===== config.mk =====
export PLATFORM = sky130hd
export DESIGN_NAME = gport_core_flat
export DESIGN_NICKNAME = d
export VERILOG_FILES = /design/src/rtl/gport_pkg.sv /design/src/rtl/gport_if.sv /design/src/rtl/gport_core.sv /design/src/flat_wrapper.sv
export VERILOG_INCLUDE_DIRS = /design/src /design/src/rtl
export SDC_FILE = /design/constraint.sdc
export NUM_CORES = 1
export LEC_CHECK = 0
export BUFFER_PORTS_ARGS = -buffer_cell sky130_fd_sc_hd__buf_2
export CAP_MARGIN = 40
export CORE_UTILIZATION = 44
export CTS_BUF_LIST = sky130_fd_sc_hd__clkbuf_16
export DETAILED_ROUTE_END_ITERATION = 12
export HOLD_SLACK_MARGIN = 0.12
export PLACE_DENSITY = 0.88
export SYNTH_ARGS = -nofsm -noshare
export SYNTH_HDL_FRONTEND = slang
export SYNTH_SLANG_ARGS = --single-unit

===== constraint.sdc =====
create_clock -name ref_clk_i -period 2.63 [get_ports ref_clk_i]
set_input_delay 0.3945 -clock ref_clk_i [delete_from_list [all_inputs] [get_ports ref_clk_i]]
set_output_delay 0.3945 -clock ref_clk_i [all_outputs]
set_load 0.05 [all_outputs]

===== src/rtl/gport_cfg.svh =====
`ifndef GPORT_CFG_SVH
`define GPORT_CFG_SVH
`define CAP_PTR_OFS      8'h34
`define CAP_BASE         8'h40
`define STAT_OFS         8'h44
`define CMD_OFS          8'h48
`define CTRL_OFS         8'h4C
`define MODE_BIT         3
`define RATE_4X          3'h1
`define RATE_8X          3'h2
`define RATE_BOTH        3'h3
`define LEGACY_RATE      3'h7
`define CAP_ID_VAL       8'h5A
`define MAJOR_REV        4'h3
`endif


===== src/rtl/gport_pkg.sv =====
package gport_pkg;
	typedef enum logic [1:0] {MODE_LEGACY, MODE_NEW, MODE_ILLEGAL} sig_mode_t;
	typedef enum logic [1:0] {SPD_NONE, SPD_4X, SPD_8X} speed_t;
endpackage


===== src/rtl/gport_if.sv =====
interface gport_if;
	logic board_detect_pin;
	logic card_detect_pin;
	logic card_voltage_type_pin;
	logic [7:0]  cfg_addr;
	logic [31:0] cfg_wdata;
	logic        cfg_wr;
	logic        cfg_rd;
	logic [31:0] cfg_rdata;
	modport dev (input card_detect_pin, card_voltage_type_pin, cfg_addr, cfg_wdata, cfg_wr, cfg_rd,
		output board_detect_pin, cfg_rdata);
	modport card (output card_detect_pin, card_voltage_type_pin, cfg_addr, cfg_wdata, cfg_wr, cfg_rd,
		input board_detect_pin, cfg_rdata);
endinterface


===== src/rtl/gport_core.sv =====
`include "gport_cfg.svh"
// Core-logic end: resolves mode, holds status/command, answers config reads
module gport_core
	import gport_pkg::*;
#(
	parameter logic       BOARD_NEW      = 1'b1,
	parameter logic       BOARD_LEGACY   = 1'b1,
	parameter logic [2:0] NEW_RATES      = 3'h3,
	parameter logic       INSIDE_COHERENT = 1'b0
)(
	input  wire logic          ref_clk_i,
	input  wire logic          rst_i,
	gport_if.dev               port,
	input  wire logic [1:0]    aperture_hit_i,
	output logic               snoop_o,
	output logic               fwd_write_o,
	output gport_pkg::sig_mode_t mode_o,
	output gport_pkg::speed_t  speed_o,
	output logic               enable_o
);
	import gport_pkg::*;
	// Pins sampled and edges needed before the stages hold real pin values
	localparam int         PIN_CNT    = 2;
	localparam logic [1:0] SETTLE_END = 2'h3;
	// Synchroniser stages, card detect in bit 1, voltage type in bit 0
	logic [PIN_CNT-1:0]    sync1_reg, sync1_next;
	logic [PIN_CNT-1:0]    sync2_reg, sync2_next;
	logic [PIN_CNT-1:0]    sync3_reg, sync3_next;
	// Resolve window state
	logic [1:0]            settle_reg, settle_next;
	logic                  open_reg, open_next;
	sig_mode_t             mode_reg, mode_next;
	// Software visible state
	logic [31:0]           cmd_reg, cmd_next;
	logic [31:0]           rdata_reg, rdata_next;
	speed_t                speed_reg, speed_next;
	// Coherency and forwarding decisions
	logic                  snoop_reg, snoop_next;
	logic                  fwd_reg, fwd_next;
	// Combinational words and strobes
	logic [31:0]           stat_w;
	logic [31:0]           cap_w;
	logic                  agree_w;
	logic                  cmd_wr_w;

	// Resolve signaling mode from grounded pins
	function automatic sig_mode_t resolve(input logic card_gnd, input logic type_gnd);
		if (card_gnd && BOARD_NEW && type_gnd)
			return MODE_NEW;
		else if (card_gnd && !(BOARD_LEGACY && type_gnd))
			return MODE_ILLEGAL; // Grounded card that cannot fall back
		else if (!BOARD_LEGACY)
			return MODE_ILLEGAL; // New-only board cannot run a legacy card
		else
			return MODE_LEGACY;
	endfunction

	// Match of a bus address against one register offset
	function automatic logic addr_is(input logic [7:0] addr, input logic [7:0] ofs);
		return addr == ofs;
	endfunction

	// Speed chosen by a command code while the mode flag is set
	function automatic speed_t rate_sel(input sig_mode_t mode, input logic [2:0] code);
		if (mode != MODE_NEW)
			return SPD_NONE;
		else if (code == `RATE_4X)
			return SPD_4X;
		else if (code == `RATE_8X)
			return SPD_8X;
		else
			return SPD_NONE; // Reserved codes select nothing
	endfunction

	// Three-flop synchroniser for the card pins
	always_comb
	begin
		sync1_next = {port.card_detect_pin, port.card_voltage_type_pin};
		sync2_next = sync1_reg;
		sync3_next = sync2_reg;
	end
	always_ff @(posedge ref_clk_i or posedge rst_i)
	begin
		if (rst_i)
		begin
			sync1_reg <= 2'h0;
			sync2_reg <= 2'h0;
			sync3_reg <= 2'h0;
		end
		else
		begin
			sync1_reg <= sync1_next;
			sync2_reg <= sync2_next;
			sync3_reg <= sync3_next;
		end
	end

	// Stage reset values are not pins: wait until all three stages are filled
	assign agree_w = (settle_reg == SETTLE_END) && (sync2_reg == sync3_reg);
	always_comb
	begin
		settle_next = settle_reg;
		open_next   = open_reg;
		if (settle_reg != SETTLE_END)
			settle_next = settle_reg + 2'h1;
		if (open_reg && agree_w)
			open_next = 1'b0; // Window stays shut until the next reset
	end
	always_ff @(posedge ref_clk_i or posedge rst_i)
	begin
		if (rst_i)
		begin
			settle_reg <= 2'h0;
			open_reg   <= 1'b1;
		end
		else
		begin
			settle_reg <= settle_next;
			open_reg   <= open_next;
		end
	end

	// Mode taken once as the window closes, then held
	always_comb
	begin
		mode_next = mode_reg;
		if (open_reg && agree_w)
			mode_next = resolve(!sync3_reg[1], !sync3_reg[0]);
	end
	always_ff @(posedge ref_clk_i or posedge rst_i)
	begin
		if (rst_i)
			mode_reg <= MODE_LEGACY;
		else
			mode_reg <= mode_next;
	end

	// Status word: flag and mode dependent rate field
	assign stat_w = {28'h0, (mode_reg == MODE_NEW), (mode_reg == MODE_NEW) ? NEW_RATES : `LEGACY_RATE};
	// Identifier word: major revision, null next pointer, capability code
	assign cap_w = {8'h00, `MAJOR_REV, 4'h0, 8'h00, `CAP_ID_VAL}; // ID value arbitrary
	// Command write strobe
	assign cmd_wr_w = port.cfg_wr && addr_is(port.cfg_addr, `CMD_OFS);

	// Command register keeps the enables and the rate field
	always_comb
	begin
		cmd_next = cmd_reg;
		if (cmd_wr_w)
			cmd_next = {22'h0, port.cfg_wdata[9:8], 5'h0, port.cfg_wdata[2:0]};
	end
	always_ff @(posedge ref_clk_i or posedge rst_i)
	begin
		if (rst_i)
			cmd_reg <= 32'h0;
		else
			cmd_reg <= cmd_next;
	end

	// Read data stand in the cycle after the read strobe only
	always_comb
	begin
		rdata_next = 32'h0;
		if (port.cfg_rd)
		begin
			unique case (port.cfg_addr)
				`CAP_PTR_OFS: rdata_next = {24'h0, `CAP_BASE};
				`CAP_BASE:    rdata_next = cap_w;
				`STAT_OFS:    rdata_next = stat_w;
				`CMD_OFS:     rdata_next = cmd_reg;
				default:      rdata_next = 32'h0; // Unmapped offsets read zero
			endcase
		end
	end
	always_ff @(posedge ref_clk_i or posedge rst_i)
	begin
		if (rst_i)
			rdata_reg <= 32'h0;
		else
			rdata_reg <= rdata_next;
	end

	// Speed decode; new mode means single-edge strobes, no long reads
	always_comb
	begin
		speed_next = rate_sel(mode_reg, cmd_reg[2:0]);
	end
	always_ff @(posedge ref_clk_i or posedge rst_i)
	begin
		if (rst_i)
			speed_reg <= SPD_NONE;
		else
			speed_reg <= speed_next;
	end

	// Snoop outside aperture always, inside optional forward writes
	always_comb
	begin
		snoop_next = !aperture_hit_i[0] || INSIDE_COHERENT;
		fwd_next   = aperture_hit_i[1];
	end
	always_ff @(posedge ref_clk_i or posedge rst_i)
	begin
		if (rst_i)
		begin
			snoop_reg <= 1'b1;
			fwd_reg   <= 1'b0;
		end
		else
		begin
			snoop_reg <= snoop_next;
			fwd_reg   <= fwd_next;
		end
	end

	// Outputs; whole register set lives in this one bridge function
	assign port.board_detect_pin = !BOARD_NEW;
	assign port.cfg_rdata = rdata_reg;
	assign mode_o      = mode_reg;
	assign speed_o     = speed_reg;
	assign enable_o    = cmd_reg[8];
	assign snoop_o     = snoop_reg;
	assign fwd_write_o = fwd_reg;
endmodule


===== src/flat_wrapper.sv =====
// flat-port wrapper written by rule: the top's interface ports become plain ports
module gport_core_flat import gport_pkg::*;
#(
	parameter logic       BOARD_NEW      = 1'b1,
	parameter logic       BOARD_LEGACY   = 1'b1,
	parameter logic [2:0] NEW_RATES      = 3'h3,
	parameter logic       INSIDE_COHERENT = 1'b0
)
  (ref_clk_i, rst_i, aperture_hit_i, snoop_o, fwd_write_o, mode_o, speed_o, enable_o, port_card_detect_pin, port_card_voltage_type_pin, port_cfg_addr, port_cfg_wdata, port_cfg_wr, port_cfg_rd, port_board_detect_pin, port_cfg_rdata);
  gport_if port_i ();
  input  wire logic ref_clk_i;
  input  wire logic rst_i;
  input  wire logic [1:0] aperture_hit_i;
  output logic snoop_o;
  output logic fwd_write_o;
  output gport_pkg::sig_mode_t mode_o;
  output gport_pkg::speed_t speed_o;
  output logic enable_o;
  input wire logic [$bits(port_i.card_detect_pin)-1:0] port_card_detect_pin;
  input wire logic [$bits(port_i.card_voltage_type_pin)-1:0] port_card_voltage_type_pin;
  input wire logic [$bits(port_i.cfg_addr)-1:0] port_cfg_addr;
  input wire logic [$bits(port_i.cfg_wdata)-1:0] port_cfg_wdata;
  input wire logic [$bits(port_i.cfg_wr)-1:0] port_cfg_wr;
  input wire logic [$bits(port_i.cfg_rd)-1:0] port_cfg_rd;
  output wire logic [$bits(port_i.board_detect_pin)-1:0] port_board_detect_pin;
  output wire logic [$bits(port_i.cfg_rdata)-1:0] port_cfg_rdata;
  assign port_i.card_detect_pin = port_card_detect_pin;
  assign port_i.card_voltage_type_pin = port_card_voltage_type_pin;
  assign port_i.cfg_addr = port_cfg_addr;
  assign port_i.cfg_wdata = port_cfg_wdata;
  assign port_i.cfg_wr = port_cfg_wr;
  assign port_i.cfg_rd = port_cfg_rd;
  assign port_board_detect_pin = port_i.board_detect_pin;
  assign port_cfg_rdata = port_i.cfg_rdata;
  gport_core #(.BOARD_NEW(BOARD_NEW), .BOARD_LEGACY(BOARD_LEGACY), .NEW_RATES(NEW_RATES), .INSIDE_COHERENT(INSIDE_COHERENT)) u_core (.ref_clk_i(ref_clk_i), .rst_i(rst_i), .port(port_i), .aperture_hit_i(aperture_hit_i), .snoop_o(snoop_o), .fwd_write_o(fwd_write_o), .mode_o(mode_o), .speed_o(speed_o), .enable_o(enable_o));
endmodule

==> out/results.ini, run 1 <==
[flow_run]
max_cap_violations = 0

[global_routing]
grt_util_all_layers_pct = 15.4
grt_pass1_wl_um = 3530
antenna_found_initial = 0
grt_pass1_vias = 809
grt-ovfl-total = 0
grt_max_degree = 20

[floorplan]
fp.dieW_um = 56.4
io_pins = 88
die-area_um2 = 3180
start_util_pct = 46.7
rows = 19
die_y_um = 56.4
coreArea_um2 = 2780

[routing]
drtAntennaViolNets = 0
routed_wl_um = 2160
drt_iter0_markers = 13
vias = 851
firstDrtPassIters = 4
viasPerCell = 4.89
wl_per_cell_um = 12.4
drc = 0

[finish]
area_growth_pct = 18.5
fillers = 230
fin_area_um2 = 1540
regArea_um2 = 703
nNetsFinal = 193
layout-drive-gt1-share_pct = 39.2
antenna_cells = 0
multi_input_area_um2 = 465
largest_reg_flops = 8
finish.utilization_pct = 55.4

[clocking]
ctsResizeCount = 0
root_buffer = clkbuf_16
clkSlewWorstSetupHoldPaths_ns = 0.06
clkLatencyLatePin_ns = 0.26
htree_levels = 1
cts-buffers-inserted = 3
ctsHoldBuffers = 0
cts_setup_buffers = 0
cts_tree = built
ctsLongestPathBuffers = 2
clock_sinks = 28

[min_path]
hold_path.class = in2async

[timing]
rsz0062_at_grt = no
fmax_mhz = 667
layout_setup_ws_ns = 1.13
whs_ns = 0.120
worstMarginPinSlew_ns = 0.495
relSlewSlack_pct = 66.9
setup_violations = 0
fin_crit_ns = 1.50
min_period_over_period_pct = 57.0
skew_ns = 0.00319
setup-tns-final_ns = 0
drv_slew = 0
hold_viol = 0

[place]
dpl.hpwl_um = 1750
port_buffers = 37
post-place-ws_ns = 0.852
gp_congestion = 0.867
place_area_um2 = 1440

[synthesis]
ys_warn_count = 0
synthTopCellsByCount = dfrtp_1 (26), buf_4 (25), mux2_2 (8)
synth_enable_flop_cells = 0
synth_seq_cells = 28
synth_ff_type = dfrtp_1
syn_area_per_cell_um2 = 12.4
async_reset_ff_share_pct = 100
synth_most_common_cell = dfrtp_1
synth_cell_types = 29
synth_top_area_share_pct = 50.0
ys_seq_area_share_pct = 54.1
synth_top_area_cell = dfrtp_1
synth_area_um2 = 1300
yosys-top-cells-area = dfrtp_1 (50%), buf_4 (14%), mux2_2 (6.9%)
syn_inst = 105

[critical_path]
crit_slowest_cell = nor3b_2
start_kind = input port
path_class = in2reg
critPathRequiredTime_ns = 2.78
cp-end-kind = flop
worstPathCellList = buf_2 > nor3b_2 > nand4_1 > mux2_2
worst_ep_arrival_time_ns = 1.65
critPathMaxStageDelay_ns = 0.45
cp_max_fo = 9

[power]
peakVddDrop_mv = 0.628
powerDensity_nw_per_um2 = 665
leakage_uw = 0.000806

[run_status]
outcome = complete, no violations

## worst paths after layout
path	start	end	slack, ns	cells past startpoint
max in group asynchronous	rst_i	u_core.open_reg$_DFFE_PP1P_	2.00	3
min reg2reg	u_core.sync1_reg[1]$_DFF_PP0_	u_core.sync2_reg[1]$_DFF_PP0_	0.36	0
max reg2reg	u_core.settle_reg[0]$_DFFE_PP0P_	u_core.mode_o[1]$_DFFE_PP0P_	1.14	4
max	port_cfg_addr[4]	u_core.cmd_reg[1]$_DFFE_PP0P_	1.13	4
min	rst_i	u_core.port.cfg_rdata[8]$_DFF_PP0_	0.12	2
min in group ref_clk_i	aperture_hit_i[0]	u_core.snoop_o$_DFF_PP1_	0.23	2
## power breakdown
part           internal [uW]  leakage [uW]  switching (uW)
logic                   26.7      0.000398             110
registers                441      0.000357            7.08
clock network            303     0.0000511             136
## cell usage in the layout, fill, tap and decap left out, types with 2 or more instances in the layout
cell | netlist | layout
dfstp_2 | 2 | 2
and3_1 | 2 | 2
nand3_1 | 2 | 2
nand3b_1 | 2 | 2
xor2_1 | 2 | 2
nor4b_1 | 2 | 2
nand2b_1 | 2 | 2
conb_1 | 1 | 23
nand2_1 | 3 | 3
nor2b_1 | 2 | 2
buf_2 | 0 | 37
nor3_1 | 2 | 2
a21oi_1 | 3 | 3
clkbuf_16 | 0 | 3
dfrtp_1 | 26 | 26
a211oi_1 | 2 | 2
inv_1 | 4 | 4
nand4_1 | 3 | 3
mux2_2 | 8 | 8
nor2_1 | 2 | 2
## metrics by stage
step | cells | total power [uW]
floorplan | 127 | 586
global placement | 169 | 584
detailed placement | 170 | 593
CTS | 174 | 1030
global route | 174 | 1060
finish | 174 | 1020
## layer usage
| layer | up-vias | global-route usage, % | wire [um] |
|---|---|---|---|
| met5 | - | 0 | 0 |
| met4 | 0 | 11.1 | 99 |
| met3 | 8 | 6.22 | 154 |
| met2 | 38 | 25.5 | 1130 |
| met1 | 415 | 15.6 | 773 |
| li1 | 390 | - | - |
## layout make-up
type                            count  share of cell area (%)
Tap cell                           31                    2.52
Clock buffer                        3                    4.87
Inverter                            4                   0.975
Sequential cell                    28                    45.7
Multi-Input combinational cell     69                    30.2
Clock inverter                      1                    1.95
Timing Repair Buffer               38                    13.8
## logic make-up (layout without fill, tap and decap cells)
family          after synthesis  count (layout)  share of synthesized area (%)
mux                           8               8                           6.93
buf+inv                      30              46                           16.5
flops                        28              28                           54.1
other cells                   1              23                          0.288
simple gates                 28              28                           16.3
xor+xnor                      3               3                           2.02
compound gates                6               6                           2.98
fa+ha+maj                     1               1                          0.962
## critical path, delay by kind of cell
family | cells | cell delay (ns)
muxes | 1 | 0.36
buffers and inverters | 1 | 0.12
and+or+nand+nor | 2 | 0.78
Note: power is estimated with default switching activity, not from simulation.
==> inputs of run 2 (changes only) <==
--- a/config.mk
+++ b/config.mk
@@ -8,11 +8,11 @@
 export LEC_CHECK = 0
 export BUFFER_PORTS_ARGS = -buffer_cell sky130_fd_sc_hd__buf_2
 export CAP_MARGIN = 40
-export CORE_UTILIZATION = 44
+export CORE_UTILIZATION = 41
 export CTS_BUF_LIST = sky130_fd_sc_hd__clkbuf_16
 export DETAILED_ROUTE_END_ITERATION = 12
 export HOLD_SLACK_MARGIN = 0.12
-export PLACE_DENSITY = 0.88
+export PLACE_DENSITY = 0.83
 export SYNTH_ARGS = -nofsm -noshare
 export SYNTH_HDL_FRONTEND = slang
 export SYNTH_SLANG_ARGS = --single-unit
==> constraint.sdc (replaced) <==
create_clock -name ref_clk_i -period 1.6 [get_ports ref_clk_i]
set_input_delay 0.24 -clock ref_clk_i [delete_from_list [all_inputs] [get_ports ref_clk_i]]
set_output_delay 0.24 -clock ref_clk_i [all_outputs]
set_load 0.05 [all_outputs]
==> run 2 against run 1 <==
Net effect: utilization shrank 3.2 points; die area grew 7.1%; final cell count grew 11%; register-to-register slack lost 0.93 ns; critical endpoint is now u_core.mode_o[0]$_DFFE_PP0P_; worst hold slack gained 0.095 ns; via count shrank 0.12%; sequential power grew 64%; count of clock-buffer cells in the layout is the same; highest routed layer unchanged; sequential share of layout area shrank 1.2 points; non-clock buffer count grew 7.
==> out/results.ini, run 2 (synthesis gave the netlist of run 1 again) <==
[routing]
firstDrtPassIters = 4  ; unchanged
drc = 0  ; unchanged
viasPerCell = 4.38  ; was 4.89
routed_wl_um = 2190  ; was 2160 um
vias = 850  ; was 851
drt_iter0_markers = 32  ; was 13
wl_per_cell_um = 11.3  ; was 12.4 um
drtAntennaViolNets = 0  ; unchanged

[critical_path]
start_kind = flop  ; was input port
critPathRequiredTime_ns = 1.74  ; was 2.78 ns
ff2ff_path_depth = 4  ; unchanged
worstPathCellList = ha_1 > nand2_1 > nor3_2 > mux2_2  ; was buf_2 > nor3b_2 > nand4_1 > mux2_2
crit_slowest_cell = dfrtp_1  ; was nor3b_2
critPathBufInv = 0  ; was 1
cp.depth = 4  ; unchanged
worst_ep_arrival_time_ns = 1.54  ; was 1.65 ns
path_class = reg2reg  ; was in2reg
critPathMaxStageDelay_ns = 0.37  ; was 0.45 ns
cp-end-kind = flop  ; unchanged
cp_top_family = flip-flops  ; was simple AND/OR/NAND/NOR gates
cp_max_fo = 3  ; was 9

[clocking]
ctsLongestPathBuffers = 2  ; unchanged
clkLatencyLatePin_ns = 0.26  ; about the same
cts-buffers-inserted = 3  ; unchanged
clock_sinks = 28  ; unchanged
cts_setup_buffers = 0  ; unchanged
root_buffer = clkbuf_16  ; unchanged
clkSlewWorstSetupHoldPaths_ns = 0.06  ; about the same
cts_tree = built  ; unchanged
htree_levels = 1  ; unchanged

[finish]
most-common-layout-cells = buf_2 (37), dfrtp_1 (26), conb_1 (23), mux2_2 (8)  ; was buf_2 (37), dfrtp_1 (26), conb_1 (23), mux2_2 (8), inv_1 (4)
largest_reg_flops = 8  ; unchanged
layout-drive-gt1-share_pct = 38.7  ; was 39.2%
regArea_um2 = 703  ; unchanged
area_growth_pct = 21.6  ; was 18.5%
antenna_cells = 0  ; unchanged
multi_input_area_um2 = 470  ; was 465 um2
layout_commonest_cell = buf_2  ; unchanged
nNetsFinal = 200  ; was 193
fillers = 261  ; was 230

[power]
peakVddDrop_mv = 0.384  ; was 0.628 mV
power_uw = 1520  ; was 1020 uW
powerDensity_nw_per_um2 = 961  ; was 665 nW/um2
leakage_uw = 0.000821  ; was 0.000806 uW

[flow_run]
max_cap_violations = 0  ; unchanged

[global_routing]
grt_util_all_layers_pct = 13.9  ; was 15.4%
grt_max_degree = 29  ; was 20
grt_pass1_vias = 802  ; was 809
grt_pass1_wl_um = 3580  ; was 3530 um
grt-ovfl-total = 0  ; unchanged
antenna_found_initial = 0  ; unchanged

[timing]
hold_viol = 0  ; unchanged
setup-tns-final_ns = 0  ; unchanged
fmax_mhz = 717
setup_violations = 0  ; unchanged
drv_slew = 0  ; unchanged
fin_crit_ns = 1.39
min_period_over_period_pct = 87.2
rsz0062_at_grt = no  ; unchanged
skew_ns = 0.00231  ; was 0.00319 ns

[floorplan]
die-area_um2 = 3400  ; was 3180 um2
start_util_pct = 42.9  ; was 46.7%
coreArea_um2 = 3030  ; was 2780 um2
fp.dieW_um = 58.3  ; was 56.4 um
io_pins = 88  ; unchanged
die_y_um = 58.3  ; was 56.4 um
rows = 20  ; was 19

[place]
port_buffers = 37  ; unchanged
gp_congestion = 0.941  ; was 0.867
dpl.hpwl_um = 1710  ; was 1750 um

[min_path]
hold_path.class = in2reg  ; was in2async
hold_path_depth = 2

[run_status]
outcome = complete, no violations  ; unchanged

-- run 2: cell type report --
| cell class | count | share of cell area [%] |
|---|---|---|
| clock buffers | 3 | 4.75 |
| clock inverters | 1 | 0.238 |
| inverters | 4 | 0.950 |
| multi-input cells | 69 | 29.8 |
| flip-flops and latches | 28 | 44.5 |
| well taps | 44 | 3.48 |
| repair buffers | 45 | 16.3 |
-- run 2: through the flow --
step	area, um2	utilization, %	instances	hold slack (ns)	setup WS, ns
2_1_floorplan	1380	-	127	0.266	0.228
3_5_place_dp	1450	47.8	185	0.315	0.0917
6_report	1580	52.2	194	0.215	0.205
4_1_cts	1580	52.0	194	0.214	0.0812
3_3_place_gp	1450	47.8	185	0.302	0.159
5_1_grt	1580	52.2	194	0.222	0.113
-- run 2: metal layers --
| layer | GRT usage, % | routed length (um) | vias up | part of all wire [%] |
|---|---|---|---|---|
| met1 | 18.4 | 917 | 405 | 42 |
| met2 | 23.2 | 1130 | 42 | 52 |
| met4 | 6.12 | 17 | 0 | 0.78 |
| li1 | - | - | 401 | - |
| met5 | 0 | 0 | - | 0 |
| met3 | 1.54 | 125 | 2 | 5.7 |
-- run 2: power breakdown --
group	internal [uW]	switching (uW)	total, uW
sequential	726	10.5	736
clock	334	217	551
combinational	48.6	183	232
total	1110	411	1520
-- run 2: what timing repair did --
item	4_1_cts	5_1_grt
resized for setup	0	1
setup endpoints to repair	0	2
hold buffers	5	0
endpoints found under the hold margin	30	0
-- run 2: final timing paths --
| kind | start | endpoint | slack [ns] |
|---|---|---|---|
| max | u_core.settle_reg[0]$_DFFE_PP0P_ | u_core.mode_o[0]$_DFFE_PP0P_ | 0.21 |
| max reg2reg | u_core.settle_reg[0]$_DFFE_PP0P_ | u_core.mode_o[0]$_DFFE_PP0P_ | 0.21 |
| max in group asynchronous | rst_i | u_core.open_reg$_DFFE_PP1P_ | 0.72 |
| min reg2reg | u_core.sync1_reg[1]$_DFF_PP0_ | u_core.sync2_reg[1]$_DFF_PP0_ | 0.35 |
| min in group asynchronous | rst_i | u_core.settle_reg[1]$_DFFE_PP0P_ | 0.59 |
| min | port_cfg_wdata[8] | u_core.cmd_reg[8]$_DFFE_PP0P_ | 0.22 |
==> inputs of run 3 (changes only) <==
--- a/config.mk
+++ b/config.mk
@@ -8,6 +8,7 @@
 export LEC_CHECK = 0
 export BUFFER_PORTS_ARGS = -buffer_cell sky130_fd_sc_hd__buf_2
 export CAP_MARGIN = 40
+export CORE_MARGIN = 3
 export CORE_UTILIZATION = 41
 export CTS_BUF_LIST = sky130_fd_sc_hd__clkbuf_16
 export DETAILED_ROUTE_END_ITERATION = 12
==> run 3 against run 2 <==
Net effect: critical path depth unchanged; maximum frequency fell by 2.5%; register-to-register slack worse by 0.04 ns; critical endpoint is now u_core.mode_o[1]$_DFFE_PP0P_; largest cell class unchanged; largest power group unchanged.
==> out/results.ini, run 3 (synthesis gave the netlist of run 1 again) <==
[floorplan]
rows = 19  ; was 20
io_pins = 88  ; unchanged
fp.dieW_um = 62.3  ; was 58.3 um
die-area_um2 = 3880  ; was 3400 um2
start_util_pct = 45.2  ; was 42.9%
die_y_um = 62.3  ; was 58.3 um
coreArea_um2 = 2880  ; was 3030 um2

[place]
port_buffers = 37  ; unchanged
gp_congestion = 0.915  ; was 0.941
dpl.hpwl_um = 1810  ; was 1710 um
post-place-ws_ns = 0.0569  ; was 0.0917 ns

[clocking]
clkSlewWorstSetupHoldPaths_ns = 0.07  ; was 0.06 ns
cts_tree = built  ; unchanged
ctsLongestPathBuffers = 2  ; unchanged
root_buffer = clkbuf_16  ; unchanged
cts-buffers-inserted = 3  ; unchanged
htree_levels = 1  ; unchanged
clkLatencyLatePin_ns = 0.26  ; about the same
clock_sinks = 28  ; unchanged

[global_routing]
grt-ovfl-total = 0  ; unchanged
grt_max_degree = 29  ; unchanged
grt_util_all_layers_pct = 12.4  ; was 13.9%
antenna_found_initial = 0  ; unchanged
grt_pass1_wl_um = 3860  ; was 3580 um
grt_pass1_vias = 838  ; was 802

[routing]
drc = 0  ; unchanged
firstDrtPassIters = 4  ; unchanged
drt_iter0_markers = 8  ; was 32
drtAntennaViolNets = 0  ; unchanged
wl_per_cell_um = 12.6  ; was 11.3 um
vias = 859  ; was 850
viasPerCell = 4.47  ; was 4.38
routed_wl_um = 2420  ; was 2190 um

[run_status]
outcome = complete, no violations  ; unchanged

[critical_path]
worstPathCellList = ha_1 > nand2_1 > nor3_2 > mux2_2  ; unchanged
start_kind = flop  ; unchanged
crit_slowest_cell = mux2_2  ; was dfrtp_1
critPathBufInv = 0  ; unchanged
cp_top_family = multiplexers  ; was flip-flops
path_class = reg2reg  ; unchanged
critPathMaxStageDelay_ns = 0.38  ; was 0.37 ns
cp_max_fo = 3  ; unchanged
cp-end-kind = flop  ; unchanged
critPathRequiredTime_ns = 1.74  ; about the same
worst_ep_arrival_time_ns = 1.57  ; was 1.54 ns

[timing]
drv_slew = 0  ; unchanged
min_period_over_period_pct = 89.4  ; was 87.2%
skew_ns = 0.00379  ; was 0.00231 ns
rsz0062_at_grt = no  ; unchanged
setup-tns-final_ns = 0  ; unchanged
fin_crit_ns = 1.43  ; was 1.39 ns
hold_viol = 0  ; unchanged
setup_violations = 0  ; unchanged
fmax_mhz = 699  ; was 717 MHz
layout_setup_ws_ns = 0.169  ; was 0.205 ns

[finish]
antenna_cells = 0  ; unchanged
area_growth_pct = 23.4  ; was 21.6%
largest_reg_flops = 8  ; unchanged
most-common-layout-cells = buf_2 (37), dfrtp_1 (26), conb_1 (23), mux2_2 (8), dlygate4sd3_1 (5)  ; was buf_2 (37), dfrtp_1 (26), conb_1 (23), mux2_2 (8)
layout_commonest_cell = buf_2  ; unchanged
nNetsFinal = 200  ; unchanged
layout-drive-gt1-share_pct = 39.3  ; was 38.7%

[power]
peakVddDrop_mv = 0.579  ; was 0.384 mV
leakage_uw = 0.000830  ; was 0.000821 uW
powerDensity_nw_per_um2 = 1050  ; was 961 nW/um2

[min_path]
hold_path.class = in2reg  ; unchanged

[flow_run]
max_cap_violations = 0  ; unchanged

## run 3: path summary, 6_finish.rpt
check	start	end	slack [ns]	cells after the start
worst min-delay path	port_cfg_wdata[8]	u_core.cmd_reg[8]$_DFFE_PP0P_	0.21	2
max in group asynchronous	rst_i	u_core.open_reg$_DFFE_PP1P_	0.73	4
worst min register to register	u_core.sync1_reg[1]$_DFF_PP0_	u_core.sync2_reg[1]$_DFF_PP0_	0.35	0
worst max register to register	u_core.settle_reg[0]$_DFFE_PP0P_	u_core.mode_o[1]$_DFFE_PP0P_	0.17	4
worst max-delay path	u_core.settle_reg[0]$_DFFE_PP0P_	u_core.mode_o[1]$_DFFE_PP0P_	0.17	4
min in group asynchronous	rst_i	u_core.speed_o[1]$_DFF_PP0_	0.58	4
## run 3: worst register-to-register path: stages, from the launching register on
cell	delay, ns
dfrtp_1	0.37
ha_1	0.23
nand2_1	0.08
nor3_2	0.26
mux2_2	0.38
## run 3: timing repair
action | 4_1_cts | 5_1_grt
hold buffers | 5 | 0
endpoints found under the setup margin | 0 | 1
endpoints found under the hold margin | 30 | 0
resized for setup | 0 | 1
setup buffers | 0 | 0
## run 3: metal layers
| metal | up-vias | GRT usage (%) | part of all wire [%] |
|---|---|---|---|
| met3 | 2 | 3.42 | 7.8 |
| met4 | 0 | 4.41 | 1.0 |
| met2 | 46 | 21.8 | 50 |
| li1 | 403 | - | - |
| met1 | 408 | 14.5 | 41 |
| met5 | - | 0 | 0 |
## run 3: metrics by stage
| stage | util, % | total power, uW | area (um2) | hold WS [ns] | cells |
|---|---|---|---|---|---|
| 2_1_floorplan | - | 963 | 1380 | 0.266 | 127 |
| 3_3_place_gp | 50.2 | 964 | 1440 | 0.305 | 183 |
| 3_5_place_dp | 50.2 | 969 | 1440 | 0.311 | 183 |
| 4_1_cts | 55.6 | 1700 | 1600 | 0.209 | 192 |
| 5_1_grt | 55.8 | 1740 | 1600 | 0.204 | 192 |
| 6_report | 55.8 | 1690 | 1600 | 0.209 | 192 |
## run 3: power breakdown
part | switching (uW) | leakage (uW) | internal (uW)
Clock | 221 | 0.0000511 | 497
Combinational | 183 | 0.000423 | 48.6
Sequential | 11.6 | 0.000357 | 725
Total | 416 | 0.000830 | 1270
## run 3: layout make-up
type,instances,area [um2]
Tap cell,42,52.6
Inverter,4,15.0
Fill cell,233,1270
Sequential cell,28,703
Clock buffer,3,75.1
Clock inverter,1,30.0
Timing Repair Buffer,45,258
Multi-Input combinational cell,69,470
